===== config.mk =====
export PLATFORM = sky130hd
export DESIGN_NAME = esi_spare_insert
export DESIGN_NICKNAME = d
export VERILOG_FILES = /design/src/hw/esi_pkg.sv /design/src/hw/esi_fifo.sv /design/src/hw/esi_spare_insert.sv
export SDC_FILE = /design/constraint.sdc
export NUM_CORES = 1
export LEC_CHECK = 0
export BUFFER_PORTS_ARGS = -buffer_cell sky130_fd_sc_hd__buf_2
export CAP_MARGIN = 20
export CELL_PAD_IN_SITES_DETAIL_PLACEMENT = 1
export CELL_PAD_IN_SITES_GLOBAL_PLACEMENT = 1
export CORE_MARGIN = 5
export CORE_UTILIZATION = 34
export DETAILED_ROUTE_END_ITERATION = 10
export PLACE_DENSITY_LB_ADDON = 0.1
export SLEW_MARGIN = 5
export SYNTH_ARGS = -nofsm -noshare
export SYNTH_HDL_FRONTEND = slang
export SYNTH_HIERARCHICAL = 1
export SYNTH_SLANG_ARGS = --single-unit

===== constraint.sdc =====
create_clock -name sys_clk -period 12.08 [get_ports sys_clk]
set_input_delay 2.416 -clock sys_clk [delete_from_list [all_inputs] [get_ports sys_clk]]
set_output_delay 2.416 -clock sys_clk [all_outputs]
set_load 0.03 [all_outputs]

===== src/hw/esi_pkg.sv =====
// constants for the spare bit insertion control block
// Behaviour
// - control bit 6 set: non-align frame Si bits come from the non-align Si pattern
// - control bit 5 set: remote alarm bits come from the remote alarm pattern
// - control bit 3 set: Sa5 positions come from the Sa5 pattern
// - control bit 2 set: Sa6 positions come from the Sa6 pattern
// - control bit 1 set: Sa7 positions come from the Sa7 pattern
// - control bit 0 set: Sa8 positions come from the Sa8 pattern
// - patterns sampled once per multiframe as the multiframe flag sets; 2 ms to update
// - pattern MSB is transmitted first, then descending across eight occurrences
// - eight pattern registers at consecutive addresses: align Si, non-align Si, alarm, Sa4..Sa8
package esi_pkg;
  localparam logic [7:0] CTRL_OFS = 8'h1c;
  localparam logic [7:0] STAT_OFS = 8'h1d;
  localparam logic [7:0] PAT_BASE = 8'h50;
  localparam logic [7:0] PAT_LAST = 8'h57;
  localparam logic [7:0] CTRL_RST = 8'h00;
  localparam logic [7:0] PAT_RST = 8'h00;
  localparam logic [7:0] STAT_RST = 8'h00;
  localparam int STAT_MF_BIT = 5;
  localparam int STAT_WIN_BIT = 4;
  localparam int SI_BIT = 7;
  localparam int ALARM_BIT = 5;
  localparam int PAT_ALIGN_SI = 0;
  localparam int PAT_NONALIGN_SI = 1;
  localparam int NUM_PAT = 8;
  localparam int FIFO_DEPTH = 16;
  localparam int DATA_W = 8;
  localparam int UPDATE_WINDOW_MS = 2;
  localparam int CLK_KHZ = 125000;
  localparam int UPDATE_CYCLES = UPDATE_WINDOW_MS * CLK_KHZ;
  localparam int WIN_W = 18;
endpackage


===== src/hw/esi_fifo.sv =====
// parameterised fifo with registered read data
`timescale 1ns/1ps
module esi_fifo #(
  parameter int WIDTH = 8,
  parameter int DEPTH = 16
) (
  input wire logic sys_clk, // clock
  input wire logic resetn, // synchronous reset, active low
  input wire logic ce, // clock enable
  input wire logic inValid, // write request
  output logic inReady, // room available
  input wire logic [WIDTH-1:0] inData, // write data
  output logic outValid, // read data valid
  input wire logic outReady, // consumer takes data
  output logic [WIDTH-1:0] outData // registered read data
);
  localparam int AW = $clog2(DEPTH);
  logic [WIDTH-1:0] mem_r [DEPTH];
  logic [AW-1:0] wrPtr_r, wrPtr_nxt, rdPtr_r, rdPtr_nxt;
  logic [AW:0] count_r, count_nxt;
  logic [WIDTH-1:0] outData_r, outData_nxt;
  logic outValid_r, outValid_nxt;
  logic doWr, doRd;

  // pointer, count and output stage update
  always_comb
  begin
    inReady = (count_r != DEPTH[AW:0]);
    doWr = inValid && inReady;
    doRd = (count_r != '0) && (!outValid_r || outReady);
    wrPtr_nxt = doWr ? wrPtr_r + 1'b1 : wrPtr_r;
    rdPtr_nxt = doRd ? rdPtr_r + 1'b1 : rdPtr_r;
    count_nxt = count_r + {{AW{1'b0}}, doWr} - {{AW{1'b0}}, doRd};
    outData_nxt = doRd ? mem_r[rdPtr_r] : outData_r;
    outValid_nxt = doRd ? 1'b1 : (outReady ? 1'b0 : outValid_r);
  end

  // registers only
  always_ff @(posedge sys_clk)
  begin
    if (!resetn)
    begin
      wrPtr_r <= '0;
      rdPtr_r <= '0;
      count_r <= '0;
      outData_r <= '0;
      outValid_r <= 1'b0;
    end
    else if (ce)
    begin
      wrPtr_r <= wrPtr_nxt;
      rdPtr_r <= rdPtr_nxt;
      count_r <= count_nxt;
      outData_r <= outData_nxt;
      outValid_r <= outValid_nxt;
      if (doWr)
        mem_r[wrPtr_r] <= inData;
    end
  end

  assign outValid = outValid_r;
  assign outData = outData_r;
endmodule // esi_fifo


===== src/hw/esi_spare_insert.sv =====
// transmit Si/Sa/remote alarm insertion with host registers and output fifo
`timescale 1ns/1ps
module esi_spare_insert #(
  parameter int UPDATE_CYCLES = esi_pkg::UPDATE_CYCLES
) (
  input wire logic sys_clk, // 125 MHz clock
  input wire logic resetn, // synchronous reset, active low
  input wire logic ce, // clock enable, freezes all state when low
  input wire logic [7:0] hostAddr, // host port address
  input wire logic [7:0] hostWrData, // host port write data
  input wire logic hostWr, // host write strobe
  input wire logic hostRd, // host read strobe
  output logic [7:0] hostRdData, // host read data, registered
  input wire logic fmtValid, // timeslot 0 byte from formatter valid
  output logic fmtReady, // block accepts the byte
  input wire logic [7:0] fmtByte, // timeslot 0 byte as formatted
  input wire logic [3:0] fmtFrameNum, // frame number in crc4 multiframe
  output logic lineValid, // outgoing byte valid
  input wire logic lineReady, // line side takes byte
  output logic [7:0] lineByte, // outgoing timeslot 0 byte
  output logic mfFlag // multiframe flag, sticky
);
  logic [7:0] ctrl_r, ctrl_nxt;
  logic [7:0] pat_r [esi_pkg::NUM_PAT];
  logic [7:0] pat_nxt [esi_pkg::NUM_PAT];
  logic [7:0] shadow_r [esi_pkg::NUM_PAT];
  logic [7:0] shadow_nxt [esi_pkg::NUM_PAT];
  logic mfFlag_r, mfFlag_nxt;
  logic [esi_pkg::WIN_W-1:0] winCnt_r, winCnt_nxt;
  logic [7:0] rdData_r, rdData_nxt;
  logic fifoInReady, accept, mfStart, alignFrame;
  logic [2:0] occ;
  logic [7:0] outByte;

  // pattern index for a register address
  function automatic logic [2:0] patIdx(input logic [7:0] addr);
    logic [7:0] d;
    d = addr - esi_pkg::PAT_BASE;
    return d[2:0];
  endfunction

  function automatic logic isPat(input logic [7:0] addr);
    return (addr >= esi_pkg::PAT_BASE) && (addr <= esi_pkg::PAT_LAST);
  endfunction

  // bit of a pattern for occurrence k, msb first
  function automatic logic patBit(input logic [7:0] pat, input logic [2:0] k);
    return pat[3'd7 - k];
  endfunction

  assign accept = fmtValid && fifoInReady && ce;
  assign fmtReady = fifoInReady && ce;
  assign mfStart = accept && (fmtFrameNum == 4'h0);
  assign alignFrame = !fmtFrameNum[0];
  assign occ = fmtFrameNum[3:1];

  // host register file: control and the eight patterns
  always_comb
  begin
    ctrl_nxt = ctrl_r;
    for (int i = 0; i < esi_pkg::NUM_PAT; i++)
      pat_nxt[i] = pat_r[i];
    if (hostWr && hostAddr == esi_pkg::CTRL_OFS)
      ctrl_nxt = hostWrData;
    if (hostWr && isPat(hostAddr))
      pat_nxt[patIdx(hostAddr)] = hostWrData;
  end

  // read mux, unmapped addresses read zero
  always_comb
  begin
    rdData_nxt = rdData_r;
    if (hostRd)
    begin
      if (hostAddr == esi_pkg::CTRL_OFS)
        rdData_nxt = ctrl_r;
      else if (hostAddr == esi_pkg::STAT_OFS)
      begin
        rdData_nxt = esi_pkg::STAT_RST;
        rdData_nxt[esi_pkg::STAT_MF_BIT] = mfFlag_r;
        rdData_nxt[esi_pkg::STAT_WIN_BIT] = (winCnt_r != '0);
      end
      else if (isPat(hostAddr))
        rdData_nxt = pat_r[patIdx(hostAddr)];
      else
        rdData_nxt = 8'h00;
    end
  end

  // multiframe sampling, flag and update window
  always_comb
  begin
    for (int i = 0; i < esi_pkg::NUM_PAT; i++)
      shadow_nxt[i] = mfStart ? pat_r[i] : shadow_r[i];
    mfFlag_nxt = mfFlag_r;
    if (hostWr && hostAddr == esi_pkg::STAT_OFS && hostWrData[esi_pkg::STAT_MF_BIT])
      mfFlag_nxt = 1'b0;
    if (mfStart)
      mfFlag_nxt = 1'b1; // set wins over clear
    if (mfStart)
      winCnt_nxt = UPDATE_CYCLES[esi_pkg::WIN_W-1:0];
    else if (winCnt_r != '0)
      winCnt_nxt = winCnt_r - 1'b1;
    else
      winCnt_nxt = winCnt_r;
  end

  // overhead bit insertion; frame 0 uses the freshly sampled patterns
  always_comb
  begin
    logic [7:0] src [esi_pkg::NUM_PAT];
    for (int i = 0; i < esi_pkg::NUM_PAT; i++)
      src[i] = (fmtFrameNum == 4'h0) ? pat_r[i] : shadow_r[i];
    outByte = fmtByte;
    if (alignFrame)
    begin
      if (ctrl_r[7 - esi_pkg::PAT_ALIGN_SI])
        outByte[esi_pkg::SI_BIT] = patBit(src[esi_pkg::PAT_ALIGN_SI], occ);
    end
    else
    begin
      if (ctrl_r[7 - esi_pkg::PAT_NONALIGN_SI])
        outByte[esi_pkg::SI_BIT] = patBit(src[esi_pkg::PAT_NONALIGN_SI], occ);
      // alarm and Sa4..Sa8: byte bit b maps to pattern 7-b and control bit b
      for (int b = 0; b <= esi_pkg::ALARM_BIT; b++)
        if (ctrl_r[b])
          outByte[b] = patBit(src[7 - b], occ);
    end
  end

  // register stage
  always_ff @(posedge sys_clk)
  begin
    if (!resetn)
    begin
      ctrl_r <= esi_pkg::CTRL_RST;
      for (int i = 0; i < esi_pkg::NUM_PAT; i++)
      begin
        pat_r[i] <= esi_pkg::PAT_RST;
        shadow_r[i] <= esi_pkg::PAT_RST;
      end
      mfFlag_r <= 1'b0;
      winCnt_r <= '0;
      rdData_r <= 8'h00;
    end
    else if (ce)
    begin
      ctrl_r <= ctrl_nxt;
      for (int i = 0; i < esi_pkg::NUM_PAT; i++)
      begin
        pat_r[i] <= pat_nxt[i];
        shadow_r[i] <= shadow_nxt[i];
      end
      mfFlag_r <= mfFlag_nxt;
      winCnt_r <= winCnt_nxt;
      rdData_r <= rdData_nxt;
    end
  end

  assign hostRdData = rdData_r;
  assign mfFlag = mfFlag_r;

  // outgoing buffer; a stalled line stalls the formatter
  esi_fifo #(
    .WIDTH(esi_pkg::DATA_W),
    .DEPTH(esi_pkg::FIFO_DEPTH)
  ) u_fifo (
    .sys_clk(sys_clk),
    .resetn(resetn),
    .ce(ce),
    .inValid(fmtValid),
    .inReady(fifoInReady),
    .inData(outByte),
    .outValid(lineValid),
    .outReady(lineReady),
    .outData(lineByte)
  );

  // checks
  AST_SHADOW_SAMPLE: assert property (@(posedge sys_clk) disable iff (!resetn)
    mfStart |=> shadow_r[3] == $past(pat_r[3]) && shadow_r[7] == $past(pat_r[7]))
    else $error("patterns not sampled at multiframe start");
  AST_SHADOW_HOLD: assert property (@(posedge sys_clk) disable iff (!resetn)
    !mfStart |=> $stable(shadow_r[0]) && $stable(shadow_r[2]))
    else $error("patterns resampled outside multiframe start");
  AST_FLAG_SET: assert property (@(posedge sys_clk) disable iff (!resetn)
    mfStart |=> mfFlag_r && winCnt_r == UPDATE_CYCLES[esi_pkg::WIN_W-1:0])
    else $error("multiframe flag or window not started");
  AST_ALIGN_SI: assert property (@(posedge sys_clk) disable iff (!resetn)
    accept && alignFrame && fmtFrameNum != 4'h0 |->
      outByte[7] == (ctrl_r[7] ? shadow_r[0][7 - occ] : fmtByte[7]))
    else $error("align frame Si wrong");
  AST_NONALIGN_SI: assert property (@(posedge sys_clk) disable iff (!resetn)
    accept && !alignFrame |-> outByte[7] == (ctrl_r[6] ? shadow_r[1][7 - occ] : fmtByte[7]))
    else $error("non-align Si wrong");
  AST_ALARM: assert property (@(posedge sys_clk) disable iff (!resetn)
    accept && !alignFrame |-> outByte[5] == (ctrl_r[5] ? shadow_r[2][7 - occ] : fmtByte[5]))
    else $error("remote alarm bit wrong");
  AST_SA5: assert property (@(posedge sys_clk) disable iff (!resetn)
    accept && !alignFrame |-> outByte[3] == (ctrl_r[3] ? shadow_r[4][7 - occ] : fmtByte[3]))
    else $error("Sa5 bit wrong");
  AST_SA6: assert property (@(posedge sys_clk) disable iff (!resetn)
    accept && !alignFrame |-> outByte[2] == (ctrl_r[2] ? shadow_r[5][7 - occ] : fmtByte[2]))
    else $error("Sa6 bit wrong");
  AST_SA7: assert property (@(posedge sys_clk) disable iff (!resetn)
    accept && !alignFrame |-> outByte[1] == (ctrl_r[1] ? shadow_r[6][7 - occ] : fmtByte[1]))
    else $error("Sa7 bit wrong");
  AST_SA8: assert property (@(posedge sys_clk) disable iff (!resetn)
    accept && !alignFrame |-> outByte[0] == (ctrl_r[0] ? shadow_r[7][7 - occ] : fmtByte[0]))
    else $error("Sa8 bit wrong");
  AST_SA4: assert property (@(posedge sys_clk) disable iff (!resetn)
    accept && !alignFrame |-> outByte[4] == (ctrl_r[4] ? shadow_r[3][7 - occ] : fmtByte[4]))
    else $error("Sa4 bit wrong");
  AST_PAT_READ: assert property (@(posedge sys_clk) disable iff (!resetn)
    ce && hostRd && hostAddr == 8'h52 |=> hostRdData == $past(pat_r[2]))
    else $error("remote alarm pattern not at its address");
  // a write of one to the flag clears it unless a multiframe starts in that cycle
  AST_FLAG_CLEAR: assert property (@(posedge sys_clk) disable iff (!resetn)
    ce && hostWr && hostAddr == esi_pkg::STAT_OFS && hostWrData[esi_pkg::STAT_MF_BIT] && !mfStart |=> !mfFlag_r)
    else $error("multiframe flag not cleared by host write");
  // the update window counts down one step per enabled cycle
  AST_WIN_COUNT: assert property (@(posedge sys_clk) disable iff (!resetn)
    ce && !mfStart && winCnt_r != '0 |=> winCnt_r == $past(winCnt_r) - 1'b1)
    else $error("update window counter not counting down");
endmodule // esi_spare_insert


After elaboration in Yosys (flattened, before gate mapping) --
Memory sizes are Yosys's and may differ from the RTL's. A register that Yosys moved wholly into a read port is not among the register bits. Index checks and enable logic that the tools add are counted.
Storage, ports and cells: bits in registers 49, bits in latches 0, bits in writable memories 256, memory bits (read-only) 0, input port bits 35, output and inout port bits 19, memories kept 3
Operators by class: add/subtract/negate cells 7, multiply operators 0, div/mod/pow operators 0, order comparisons 5, equality and inequality tests 3, shift operators 0, multiplexer cells 79, bitwise logic cells 17, reductions and logical operators 27
Memory list:
- u_fifo.mem_r | depth 16, bits a word 8, read ports 1, clocked after memory_dff 1, wr ports 1, RTL line esi_fifo.sv:18 | logic [WIDTH-1:0] mem_r [DEPTH];
- pat_r | depth 8, bits a word 8, read ports 9, clocked after memory_dff 0, wr ports 8, RTL line esi_spare_insert.sv:24 | logic [7:0] pat_r [esi_pkg::NUM_PAT];
- shadow_r | depth 8, bits a word 8, read ports 8, clocked after memory_dff 0, wr ports 8, RTL line esi_spare_insert.sv:26 | logic [7:0] shadow_r [esi_pkg::NUM_PAT];
Operator list (number):
- 2-to-1 mux 8 bit | 36
- bitwise mux 64 bit | 1
- 2-to-1 mux 64 bit | 1
- 2-to-1 mux 18 bit | 2
- 2-to-1 mux 1 bit | 29
- binary-select mux 1 bit (select 3 bit) | 8
- demux 8 bit (select 3 bit) | 1
- nonzero test 18 bit | 1
- subtractor 18 x 1 -> 18 bit (second input constant) | 1
- == test 8 x 5 -> 1 bit (second input constant) | 2
- OR 1 bit | 16
- AND reduction 2 bit | 7
- logical AND 1 bit | 11
- adder 4 x 1 -> 4 bit (second input constant) | 2
- greater-or-equal comparator 8 x 7 -> 1 bit (second input constant) | 1
- less-or-equal comparator 8 x 7 -> 1 bit (second input constant) | 1
- 2-to-1 mux 6 bit | 1
- nonzero test 2 bit | 3
- adder 5 x 1 -> 5 bit | 1
- inequality test 5 bit (second input constant) | 1
- nonzero test 5 bit | 1
- subtractor 5 x 1 -> 5 bit | 1
- greater-or-equal comparator 4 bit (second input constant) | 1
- logical NOT 4 bit | 1
- 7 further kinds | 8

Depth between registers and ports, before layout --
depth in word-level cells 9, depth in mapped cells 14, mapped depth without buffers 14

Cells and area by module --
The synthesis kept the hierarchy.
By module, submodules not included:
- esi_spare_insert | times used 1, cells an instance 741, area an instance 8209.1 um^2, sequential area each 4544.4 um^2
- esi_fifo | times used 1, cells an instance 329, area an instance 6118.4 um^2, sequential area each 4284.1 um^2

Least setup slack after synthesis --
Ideal clock, no wire load.
path kind input -> register, from input port hostAddr[5], to memory pat_r[0][0] (enable), setup time 520 ps, data arrival time 6401 ps, path slack 5159 ps, cell stages on the path 3, path buffers 0, cell sequence nor3b_1 > nand3b_1 > o21ai_0
RTL lines:
- from (decl) | RTL line esi_spare_insert.sv:9 | input wire logic [7:0] hostAddr,
- to (decl) | RTL line esi_spare_insert.sv:24

Worst setup path after layout --
from input port ce, to output port fmtReady
On the way: word-level cells in the longest chain between the ends 1
Ends and longest elaborated chain:
- from (decl) | RTL line esi_spare_insert.sv:8 | input wire logic ce,
- logical AND 1 bit | RTL line esi_spare_insert.sv:52 | assign fmtReady = fifoInReady && ce;
- to (decl) | RTL line esi_spare_insert.sv:15 | output logic fmtReady,
Every way passes these cells.

==> reports/metrics.yaml <==
timing:
  finalHoldViolations: 0
  drv_slew: 0
  fin_setup_tns_ps: 0
  fmax_mhz: 178
  finalCritPeriodShare_pct: 46.6
  slew_headroom_pct: 31.6
  finalCriticalPeriod_ps: 5620
  rsz0062_at_grt: "no"
  fin_skew_ps: 24.8
  setup_viol: 0
  worstMarginPinSlew_ps: 1020
clock_tree:
  cts_resized: 0
  cts_sinks: 313
  ctsHtreeMaxLevel: 2
  clockBufferDepth: 3
  cts-root-buf: "clkbuf_16"
  cts_tree: "done"
  cts_made_buffers: 38
  cts.clk_slew.worst_paths_ps: 50
  post_cts_buffers: 0
  clk_latency_ps: 560
  holdBufCountCts: 0
routing:
  dr.pass1.iters: 7
  drt_iter0_markers: 511
  ant_nets: 0
  routedWlPerCell_microns: 23.9
  vias_per_cell: 5.24
  num_vias: 8755
  post-route-drc-count: 0
  wl_mm: 39.8
floorplanning:
  die_w_microns: 215
  chipHeight_microns: 215
  core_sq_um: 41900
  die_area_sq_um: 46300
  initial_core_util_pct: 34.2
  ios: 54
  rows: 75
worst_setup_path:
  crit_fanout: 25
  path_cells: "buf_2 -> and2_1 -> buf_2"
  crit_top_cell: "buf_2"
  worstSetupPathType: "input port to output pin"
  crit_family: "buffers and inverters"
  cp_num_buf_inv: 2
  slowest_delay_ps: 370
  crit_path_top_delay_cell: "buf_2"
  endpoint_kind: "output pin"
  critPathLaunchType: "input port"
  worst_ep_arrival_time_ps: 3210
  worst_ep_required_time_ps: 9660
grt:
  overflow: 0
  track_usage_pct: 17.2
  grt_first_pass_wirelength_mm: 61.0
  antenna_found_initial: 1
  grt_max_degree: 70
  grt_pass1_vias: 9296
yosys:
  synth_ff_type: "edfxtp_1"
  synth_edf_count: 256
  synth-seq-cells: 313
  avgSynthCellArea_sq_um: 13.4
  netlist_instances: 1070
  syn_nets: 1118
  yosys_warnings: 6
  yosysUniqueCellTypes: 71
  synth-seq-area-share_pct: 61.6
  synthArstFlopShare_pct: 0
  synth_area_sq_um: 14300
run:
  maxCapViolations: 0
cells_and_area:
  final_cell_mix: "256 x edfxtp_1, 84 x nor2_1, 78 x mux2i_1, 78 x nand2_1, 61 x a21oi_1"
  nets: 1152
  final_common_cell: "edfxtp_1"
  diodes: 0
  fillers: 4340
  area_delta_synth_final_pct: 13.5
  layout-drive-gt1-share_pct: 18.3
  fin_cells: 1670
min_path:
  holdCritPathClass: "flop to flop"
power_and_ir_drop:
  vdd_drop_max_mv: 0.0922
  power.leakage_nw: 5.76
  total_power_mw: 2.97
  powerDensity_nw_per_um2: 183
placement:
  dp_cells: 1602
  dp_hpwl_mm: 27.1
  gp_congestion: 0.797
  placement.io_buffers: 53
run_status:
  status: "finished, final reports clean"
## metrics by stage
step | instance area [sq um] | setup slack [ps] | util [%] | hold WS (ps)
4_1_cts | 16200 | 6440 | 38.8 | 489
5_1_grt | 16300 | 6390 | 38.8 | 508
3_3_place_gp | 15000 | 6470 | 35.9 | 459
2_1_floorplan | 14300 | 5160 | - | 443
6_report | 16300 | 6460 | 38.8 | 480
3_5_place_dp | 15100 | 6440 | 36.0 | 474
## layer usage
layer | vias to the layer above | global-route usage, % | part of all wire [%]
met5 | - | 0 | 0.028
met4 | 2 | 4.82 | 2.5
met3 | 60 | 3.35 | 3.7
li1 | 4104 | - | -
met2 | 154 | 27.4 | 47
met1 | 4435 | 24.2 | 47
## power breakdown
part	total [mW]	leakage [nW]	internal (mW)	switching, mW
Combinational	0.581	2.24	0.232	0.350
Sequential	1.30	2.93	1.24	0.0603
Clock	1.09	0.583	0.633	0.457
Total	2.97	5.76	2.11	0.867
## flip-flops by register name, indices dropped and copies added (netlist names)
register         flops
u_fifo/count_r       5
winCnt_r            18
u_fifo/wrPtr_r       4
u_fifo/outValid      1
u_fifo/rdPtr_r       4
shadow_r            64
pat_r               64
hostRdData           8
ctrl_r               8
u_fifo/outData       8
u_fifo/mem_r       128
mfFlag               1
## cell usage after synthesis (16+ instances only)
cell,count,area (sq um)
mux2i_1,78,781
nand3_1,19,95.1
and3_1,50,313
nand2_1,80,300
clkbuf_1,49,184
edfxtp_1,256,7690
dfxtp_1,57,1140
and2_1,23,144
xnor2_1,17,149
mux4_2,44,991
inv_1,16,60.1
nor2_1,84,315
a21oi_1,61,305
o21ai_0,38,190
## layout make-up
| class | count | area, sq um | share of cell area, % |
|---|---|---|---|
| Multi-Input combinational cell | 662 | 5080 | 31.3 |
| Clock buffer | 48 | 998 | 6.14 |
| Timing Repair Buffer | 72 | 423 | 2.60 |
| Clock inverter | 19 | 186 | 1.15 |
| Tap cell | 539 | 674 | 4.15 |
| Inverter | 17 | 63.8 | 0.392 |
| Sequential cell | 313 | 8830 | 54.3 |
## worst reg2reg max path, stage by stage (launching register included)
cell,delay [ps]
dfxtp_1,310
inv_1,100
ha_1,220
nor4b_4,310
nor2_1,170
ha_1,320
inv_1,50
ha_1,150
inv_1,60
fa_1,380
nand2b_1,180
a21oi_1,200
o21ai_0,110
a21boi_1,170
mux2i_1,190
## final timing paths
kind	startpoint	to	slack [ps]	cells after the start
max	ce	fmtReady	6460	3
min	u_fifo/outData[7]$_SDFFE_PN0P_	u_fifo/outData[7]$_SDFFE_PN0P_	480	2
max reg2reg	u_fifo/count_r[2]$_SDFFE_PN0P_	u_fifo/count_r[4]$_SDFFE_PN0P_	9100	14
min reg2reg	u_fifo/outData[7]$_SDFFE_PN0P_	u_fifo/outData[7]$_SDFFE_PN0P_	480	2
## logic make-up after synthesis
kind of cell / Yosys count / share of synthesized area (%)
AND/OR/NAND/NOR: 326 / 11.9
flip-flops: 313 / 61.6
AO/OA/AOI/OAI: 170 / 7.55
multiplexers: 135 / 13.6
buffers and inverters: 95 / 3.06
XOR/XNOR: 18 / 1.10
adder cells (fa/ha/maj): 13 / 1.19
Power figures use the tool's default switching activity.
